**src/rtl/bds_pkg.sv**
```systemverilog
`default_nettype none
package bds_pkg;
  localparam int unsigned CLK_HZ           = 200_000_000;
  // Short detection delays in nanoseconds, indexed by the delay code
  localparam int unsigned DLY3200_NS       = 3200;
  localparam int unsigned DLY1600_NS       = 1600;
  localparam int unsigned DLY1200_NS       = 1200;
  localparam int unsigned DLY800_NS        = 800;
  localparam int unsigned DLY3200_CYC      = (DLY3200_NS * (CLK_HZ / 1_000_000) + 999) / 1000;
  localparam int unsigned DLY1600_CYC      = (DLY1600_NS * (CLK_HZ / 1_000_000) + 999) / 1000;
  localparam int unsigned DLY1200_CYC      = (DLY1200_NS * (CLK_HZ / 1_000_000) + 999) / 1000;
  localparam int unsigned DLY800_CYC       = (DLY800_NS * (CLK_HZ / 1_000_000) + 999) / 1000;
  localparam int unsigned CNT_W            = 10;
  localparam int unsigned RETRIES          = 3;
  localparam logic [1:0]  RETRY_MAX        = 2'(RETRIES);
  localparam logic [CNT_W-1:0] CNT_RESET   = '0;
  // Disable synchroniser comes out of reset reading disabled
  localparam logic [1:0]  DIS_SYNC_RST     = 2'h3;

  typedef enum logic [1:0] {BDS_DRV_MIN, BDS_DRV_MIN_TC, BDS_DRV_MED, BDS_DRV_MAX} bds_drive_t;

  typedef enum {BDS_OFF, BDS_WAIT_GATE, BDS_ON} bds_phase_t;

  typedef struct packed {
    logic [1:0] lowside_slope_sel;
    logic [1:0] highside_slope_sel;
    logic [3:0] chopper_off_time;
    logic       hs_short_sensitivity;
    logic [1:0] short_detect_delay;
    logic       short_protect_disable;
    logic       lowside_short_enable;
  } bds_cfg_t;

  typedef struct packed {
    logic coil_a_short_flag;
    logic coil_b_short_flag;
    logic coil_a_lowside_fault;
    logic coil_b_lowside_fault;
    logic coil_a_highside_fault;
    logic coil_b_highside_fault;
  } bds_status_t;
endpackage : bds_pkg
`default_nettype wire

```
**src/rtl/bds_bridge.sv**
```systemverilog
`default_nettype none
// Behaviour
// Low-side drive: codes 0 and 1 minimum, 2 medium, 3 maximum.
// High-side drive: minimum, minimum+TC, medium+TC, maximum by code.
// Host should program high-side slope equal to low-side slope.
// A switch turns on only after the opposite gate senses discharged.
// Disable pin high turns every bridge switch off; host ties low otherwise.
// Zero off-time disables bridges like the disable pin.
// A short is retried three times before the bridge is latched off.
// Low-side detector is inactive unless its enable bit is set.
// Sensitivity bit selects high-side threshold: 0 low, 1 high.
// Delay code selects 3.2, 1.6, 1.2 or 0.8 us detection delay.
// Protection-disable bit set turns high-side short protection off.
// Per-coil short flags set only for shorts persisting over several cycles.
// All short flags clear while the bridges are disabled.
// Separate low-side and high-side fault flags per coil.
// A confirmed short switches off only the affected coil's bridge.
// A latched-off bridge stays off until disable then re-enable.
// All timing derives from the system clock.
// Comparators are sampled only after the delay count after each switch.
module bds_bridge
  import bds_pkg::*;
(
  input  wire logic  clk_i,                  // System clock
  input  wire logic  reset_i,                // Async reset, active high
  input  wire logic  bridge_disable_n_pin_i, // Disable pin, high disables
  input  wire bds_cfg_t cfg_i,               // Configuration fields
  input  wire logic [1:0] phase_hi_i,        // Unused input; wanted high-side state comes from hs_want_i
  input  wire logic [3:0] hs_want_i,         // Wanted high-side state, A1 A2 B1 B2
  input  wire logic [3:0] hs_gate_off_i,     // High-side gate sensed discharged
  input  wire logic [3:0] ls_gate_off_i,     // Low-side gate sensed discharged
  input  wire logic [1:0] hs_cmp_low_i,      // High-side comparator, low threshold, per coil
  input  wire logic [1:0] hs_cmp_high_i,     // High-side comparator, high threshold, per coil
  input  wire logic [1:0] ls_cmp_i,          // Low-side comparator per coil
  output logic [3:0] hs_on_o,                // High-side gate command
  output logic [3:0] ls_on_o,                // Low-side gate command
  output logic [1:0] ls_drive_o,             // Low-side gate current
  output bds_drive_t hs_drive_o,             // High-side gate current
  output logic       hs_threshold_high_o,    // High-side detector sensitivity
  output bds_status_t status_o               // Short status flags
);
  typedef struct packed {
    logic [1:0] dis_sync;
    logic [3:0] gate_hs_s1, gate_hs_s2;
    logic [3:0] gate_ls_s1, gate_ls_s2;
    logic [1:0] hl_s1, hl_s2, hh_s1, hh_s2, lc_s1, lc_s2;
    logic [3:0] want_s1, want_s2, want_prev;
    logic [3:0] hs_on, ls_on;
    logic [CNT_W-1:0] cnt_a, cnt_b;
    logic [1:0] tries_a, tries_b;
    logic [1:0] off_latched;
    bds_status_t st;
  } bds_state_t;

  bds_state_t s_q, s_d;
  logic             disabled;
  logic [CNT_W-1:0] dly;
  logic [1:0]       hs_fault, ls_fault;
  logic [1:0]       sw_event;
  logic [1:0]       ls_code;

  always_comb begin
    unique case (cfg_i.short_detect_delay)
      2'h0:    dly = CNT_W'(DLY3200_CYC);
      2'h1:    dly = CNT_W'(DLY1600_CYC);
      2'h2:    dly = CNT_W'(DLY1200_CYC);
      default: dly = CNT_W'(DLY800_CYC);
    endcase
  end

  assign ls_code = (cfg_i.lowside_slope_sel == 2'h1) ? 2'h0 : cfg_i.lowside_slope_sel;

  always_comb begin
    s_d = s_q;
    disabled = s_q.dis_sync[1] | (cfg_i.chopper_off_time == 4'h0);
    hs_fault[0] = ~cfg_i.short_protect_disable &
                  (cfg_i.hs_short_sensitivity ? s_q.hh_s2[0] : s_q.hl_s2[0]);
    hs_fault[1] = ~cfg_i.short_protect_disable &
                  (cfg_i.hs_short_sensitivity ? s_q.hh_s2[1] : s_q.hl_s2[1]);
    ls_fault = cfg_i.lowside_short_enable ? s_q.lc_s2 : 2'h0;
    sw_event[0] = |(s_q.want_s2[1:0] ^ s_q.want_prev[1:0]);
    sw_event[1] = |(s_q.want_s2[3:2] ^ s_q.want_prev[3:2]);

    s_d.dis_sync   = {s_q.dis_sync[0], bridge_disable_n_pin_i};
    s_d.gate_hs_s1 = hs_gate_off_i;
    s_d.gate_hs_s2 = s_q.gate_hs_s1;
    s_d.gate_ls_s1 = ls_gate_off_i;
    s_d.gate_ls_s2 = s_q.gate_ls_s1;
    s_d.hl_s1 = hs_cmp_low_i;
    s_d.hl_s2 = s_q.hl_s1;
    s_d.hh_s1 = hs_cmp_high_i;
    s_d.hh_s2 = s_q.hh_s1;
    s_d.lc_s1 = ls_cmp_i;
    s_d.lc_s2 = s_q.lc_s1;
    s_d.want_s1 = hs_want_i;
    s_d.want_s2 = s_q.want_s1;
    s_d.want_prev = s_q.want_s2;

    // Blanking counters restart on every switching event of the coil
    s_d.cnt_a = sw_event[0] ? dly : ((s_q.cnt_a != CNT_RESET) ? s_q.cnt_a - CNT_W'(1) : s_q.cnt_a);
    s_d.cnt_b = sw_event[1] ? dly : ((s_q.cnt_b != CNT_RESET) ? s_q.cnt_b - CNT_W'(1) : s_q.cnt_b);

    if (s_q.cnt_a == CNT_RESET && !sw_event[0] && (hs_fault[0] | ls_fault[0]) && !s_q.off_latched[0]) begin
      if (s_q.tries_a == RETRY_MAX) begin
        s_d.off_latched[0] = 1'b1;
        s_d.st.coil_a_short_flag = 1'b1;
        s_d.st.coil_a_highside_fault = s_q.st.coil_a_highside_fault | hs_fault[0];
        s_d.st.coil_a_lowside_fault = s_q.st.coil_a_lowside_fault | ls_fault[0];
      end else begin
        s_d.tries_a = s_q.tries_a + 2'h1;
        s_d.cnt_a = dly;
      end
    end
    if (s_q.cnt_b == CNT_RESET && !sw_event[1] && (hs_fault[1] | ls_fault[1]) && !s_q.off_latched[1]) begin
      if (s_q.tries_b == RETRY_MAX) begin
        s_d.off_latched[1] = 1'b1;
        s_d.st.coil_b_short_flag = 1'b1;
        s_d.st.coil_b_highside_fault = s_q.st.coil_b_highside_fault | hs_fault[1];
        s_d.st.coil_b_lowside_fault = s_q.st.coil_b_lowside_fault | ls_fault[1];
      end else begin
        s_d.tries_b = s_q.tries_b + 2'h1;
        s_d.cnt_b = dly;
      end
    end

    for (int i = 0; i < 4; i++) begin
      if (disabled || s_q.off_latched[i/2]) begin
        s_d.hs_on[i] = 1'b0;
        s_d.ls_on[i] = 1'b0;
      end else if (s_q.want_s2[i]) begin
        s_d.ls_on[i] = 1'b0;
        s_d.hs_on[i] = s_q.hs_on[i] | (~s_q.ls_on[i] & s_q.gate_ls_s2[i]);
      end else begin
        s_d.hs_on[i] = 1'b0;
        s_d.ls_on[i] = s_q.ls_on[i] | (~s_q.hs_on[i] & s_q.gate_hs_s2[i]);
      end
    end

    if (disabled) begin
      s_d.st = '0;
      s_d.off_latched = 2'h0;
      s_d.tries_a = 2'h0;
      s_d.tries_b = 2'h0;
    end
  end

  always_ff @(posedge clk_i or posedge reset_i) begin
    if (reset_i) begin
      s_q <= '0;
      s_q.dis_sync <= DIS_SYNC_RST;
    end else begin
      s_q <= s_d;
    end
  end

  assign hs_on_o = s_q.hs_on;
  assign ls_on_o = s_q.ls_on;
  assign ls_drive_o = ls_code;
  assign hs_drive_o = bds_drive_t'(cfg_i.highside_slope_sel);
  assign hs_threshold_high_o = cfg_i.hs_short_sensitivity;
  assign status_o = s_q.st;
endmodule : bds_bridge
`default_nettype wire

```
**config.mk**
```make
export PLATFORM = sky130hd
export DESIGN_NAME = bds_bridge
export DESIGN_NICKNAME = d
export VERILOG_FILES = /design/src/rtl/bds_pkg.sv /design/src/rtl/bds_bridge.sv
export SDC_FILE = /design/constraint.sdc
export NUM_CORES = 1
export LEC_CHECK = 0
export BUFFER_PORTS_ARGS = -buffer_cell sky130_fd_sc_hd__buf_2
export CAP_MARGIN = 20
export CELL_PAD_IN_SITES_DETAIL_PLACEMENT = 1
export CELL_PAD_IN_SITES_GLOBAL_PLACEMENT = 2
export CORE_MARGIN = 3
export CORE_UTILIZATION = 30
export DETAILED_ROUTE_END_ITERATION = 8
export PLACE_DENSITY_LB_ADDON = 0.1
export SLEW_MARGIN = 20
export SYNTH_ARGS = -nofsm -noshare
export SYNTH_HDL_FRONTEND = slang
export SYNTH_SLANG_ARGS = --single-unit
export TNS_END_PERCENT = 30
```
**constraint.sdc**
```tcl
create_clock -name clk_i -period 3.99 [get_ports clk_i]
set_clock_uncertainty 0.2 [all_clocks]
set_input_delay 0.5985 -clock clk_i [delete_from_list [all_inputs] [get_ports clk_i]]
set_output_delay 0.5985 -clock clk_i [all_outputs]
set_load 0.1 [all_outputs]
```
### Word-level counts from Yosys, hierarchy flattened

Cells that the tools add are included.

| storage, ports and cells | value |
|---|---|
| bits in registers | 82 |
| output and inout port bits | 19 |
| word-level logic and storage cells | 149 |

| operators by class | value |
|---|---|
| add/sub/neg operators | 4 |
| eq/ne operators | 7 |
| multiplexer cells | 46 |
| bitwise gates (word level) | 36 |
| reductions and logical operators | 28 |

Operator list:

| operator | number |
|---|---|
| $mux 10 | 8 |
| $pmux 10 s3 | 1 |
| $mux 1 | 28 |
| $logic_not 10->1 | 2 |
| $reduce_bool 10->1 | 2 |
| $sub 10x1->10 const B | 2 |
| $or 1x1->1 | 15 |
| $mux 2 | 7 |
| $mux 12 | 1 |
| $and 1x1->1 | 10 |
| $not 1->1 | 9 |
| $reduce_and 2->1 | 4 |
| $reduce_bool 2->1 | 4 |
| $eq 2x2->1 const B | 3 |
| $logic_and 1x1->1 | 6 |
| $add 2x1->2 const B | 2 |
| $eq 2x1->1 const B | 2 |
| $logic_not 1->1 | 4 |
| $logic_not 4->1 | 1 |
| $ne 2x2->1 const B | 2 |
| $reduce_or 2->1 | 2 |
| $xor 2x2->2 | 2 |
| $mux 3 | 1 |
| $logic_not 2->1 | 1 |
| $logic_or 1x1->1 | 2 |

### Longest topological paths before layout

| logic depth | value |
|---|---|
| word-level depth | 8 |
| mapped depth | 7 |
| gate-level depth less buffers | 6 |

### Worst setup path before layout

Ideal clock, no wire load.

| path | value |
|---|---|
| path type | input to output |
| start point | input cfg_i[12] in the netlist's numbering |
| end point | output ls_drive_o[1] |
| arrival time | 1.425 ns |
| slack | 1.766 ns |
| stages | 1 |
| buffers on the path | 1 |
| cells stage by stage | clkbuf_1 |

| between the ends | value |
|---|---|
| word-level cells in the longest chain between the ends | 2 |

Ends and longest elaborated chain:

| item | RTL line | source |
|---|---|---|
| from (decl) | bds_bridge.sv:27 | `input wire bds_cfg_t cfg_i,` |
| $eq 2x1->1 | bds_bridge.sv:71 | `assign ls_code = (cfg_i.lowside_slope_sel == 2'h1) ? 2'h0 : cfg_i.lowside_slope_sel;` |
| $mux 2 (*) | bds_bridge.sv:71 |  |
| to (decl) | bds_bridge.sv:37 | `output logic [1:0] ls_drive_o,` |

Every way passes the cells marked *; elsewhere a longest branch is shown, timed or not.

==> impl_results.md <==
* Yosys Warn Count at 0
* GRT Total Usage at 11.6%
* Core Footprint at 10900 sq um
* Critical Path RT at 4.01 ns
* Max_cap viols at 0
* Setup CP Type: reg2reg
* Distinct cells, synth at 43
* Post-synth EDFFs at 0
* Final Hold Fails at 0
* Die X at 112 microns
* Sequential share of the synthesized area at 59.1%
* Fin crit share at 57.5%
* Setup TNS Final at 0 ns
* Max VDD drop at 0.000273 V
* Share of post-route cells with drive strength above 1 at 26.4%
* Pre-antenna DRT Iters at 3
* Leakage at 1.81 nW
* TritonCTS Buffers at 9
* Root Buffer: clkbuf_16
* CTS clk-pin slew, worst paths at 0.06 ns
* Vias per cell at 4.66
* First-pass GRT wire length at 11600 microns
* Clock latency on the worst-skew pair at 0.33 ns
* Rel. slew slack at 47.2%
* Commonest non-fill, non-tap cell in the layout: dfrtp_1
* PwrDens at 529 nW/um^2
* Unrepaired setup endpoints after global routing: false
* DR WL/cell at 14.1 microns
* Clk buf depth at 2
* Worst Tran Pin Value at 0.788 ns
* # setup viols final at 0
* Post-DP HPWL at 4790 microns
* Critical Path AT at 2.32 ns
* Pin count of the biggest net entering global routing at 43
* Mapped cell area at 3390 sq um
* H-Tree Depth at 3
* HP Class: reg2reg
* Vias in the first global route at 2369
* CP Capture Type: flop
* DRC at 0
* Post-Route WL at 6570 microns
* Startpoint types: flop
* Diode count at 0
* Antenna violations before repair at 0
* Initial Util at 31.0%
* FP Rows at 38
* # nets final at 366
* CTS tree: yes
* Post-Syn Nets at 326
* FFs w/ async S/R, synth at 100%
* CTS Sinks at 80
* Die Height at 112 microns
* Top-area cell type share of the netlist area at 57.6%
* Min Tclk post-route at 2.30 ns
* Post-Syn Instances at 281
* CP Max Fanout at 10
* Average size of a mapped cell at 12.1 sq um
* Final Max Tran Viols at 0
* Vias at 2172
* Yosys reg bits at 80
* Initial drt markers at 44
* Layout Area Growth over Synthesis at 18.4%
* Status: completed
* Synth area leader: dfrtp_1
* Most used flip-flop cell after synthesis: dfrtp_1
* Port bufs at 48
* Die footprint at 12600 sq um
* Total grt overflow at 0
* IO Pins at 55
* F_max at 436 MHz
* GPL Wtd Cong at 0.702
* Synth area leaders: dfrtp_1, buf_4, mux2i_1
* Final ANT Viol Nets at 0
* Most frequent cells in the layout: dfrtp_1, buf_2, nor2_1, mux2i_1, nand2_1
* Worst Hold Margin at 0.147 ns
-- cells by family (layout without fill, tap and decap cells) --
logic type | count (synthesis) | count (layout) | synth area share (%)
compound gates | 44 | 44 | 9.04
simple gates | 86 | 86 | 14.8
fa+ha+maj | 9 | 9 | 3.32
buf+inv | 36 | 81 | 6.13
xor+xnor | 7 | 7 | 1.81
mux | 19 | 19 | 5.79
flops | 80 | 80 | 59.1
-- final timing paths --
kind	slack, ns	endpoint	cells past startpoint	start
max	1.69	s_q[16]$_DFF_PP0_	7	s_q[12]$_DFF_PP0_
min	0.15	s_d[40]$_DFF_PP0_	0	s_d[44]$_DFF_PP0_
max reg2reg	1.69	s_q[16]$_DFF_PP0_	7	s_q[12]$_DFF_PP0_
min reg2reg	0.15	s_d[40]$_DFF_PP0_	0	s_d[44]$_DFF_PP0_
max in group asynchronous	2.31	s_q[81]$_DFF_PP1_	4	reset_i
min in group asynchronous	0.51	s_q[74]$_DFF_PP0_	3	reset_i
-- state kept, by name (all words and copies together) (netlist names) --
| register | count |
|---|---|
| status_o | 4 |
| s_d | 23 |
| s_q | 45 |
| ls_on_o | 4 |
| hs_on_o | 4 |
-- stage by stage --
| step | area, sq um | utilization, % | worst slack (ns) | power, mW | cells |
|---|---|---|---|---|---|
| floorplan | 3390 | - | 1.14 | 1.19 | 281 |
| global placement | 3670 | 33.6 | 1.71 | 1.25 | 449 |
| detailed placement | 3670 | 33.6 | 1.69 | 1.26 | 449 |
| CTS | 4020 | 36.7 | 1.67 | 2.17 | 466 |
| global route | 4020 | 36.7 | 1.45 | 2.26 | 466 |
| finish | 4020 | 36.7 | 1.69 | 2.12 | 466 |
-- routing by layer --
metal | up-vias | GRT usage, % | part of all wire [%] | wire, microns
li1 | 1057 | - | - | -
met1 | 1071 | 15.1 | 47 | 3080
met2 | 37 | 18.7 | 48 | 3140
met3 | 7 | 2.86 | 3.8 | 247
met4 | 0 | 4.65 | 1.6 | 107
met5 | - | 0 | 0 | 0
-- worst max-delay path, cell delays in order, from the launching register on --
cell and delay [ns]:
dfrtp_1 0.41, inv_1 0.07, ha_1 0.18, nor3b_4 0.40
nand4_1 0.18, o21bai_1 0.17, buf_4 0.21, mux2_2 0.35
-- Yosys cell counts, types with 3 or more instances --
cell,number
ha_1,9
mux2i_1,14
o21ai_0,7
dfrtp_1,78
nor3_2,3
nor2_1,15
nand3_1,3
o2bb2ai_1,4
or3_1,6
inv_1,12
nor4_1,12
a21oi_1,11
nand2b_1,4
nor2b_1,7
buf_4,19
o21a_1,10
nor3_1,9
xnor2_1,6
clkbuf_1,4
nand2_1,13
or2_2,3
mux2_2,3
-- power breakdown --
group,internal (mW),leakage (nW),switching (mW)
clock,0.568,0.163,0.323
sequential,0.869,0.986,0.0550
combinational,0.124,0.664,0.185
total,1.56,1.81,0.563
-- final cells by class --
| type | count | area, sq um |
|---|---|---|
| clock buffer | 10 | 239 |
| clock inverter | 6 | 91.3 |
| fill | 1200 | 6920 |
| inverter | 12 | 46.3 |
| multi-input combinational | 165 | 1180 |
| sequential | 80 | 2000 |
| tap | 140 | 175 |
| timing repair buffer | 53 | 280 |
-- repair_timing --
item / in CTS / in global routing
setup buffers: 0 / 0
hold buffers: 1 / 0
resized for setup: 0 / 0
endpoints found under the hold margin: 10 / 0
endpoints found under the setup margin: 0 / 0
Note: power is estimated with default switching activity, not from simulation.
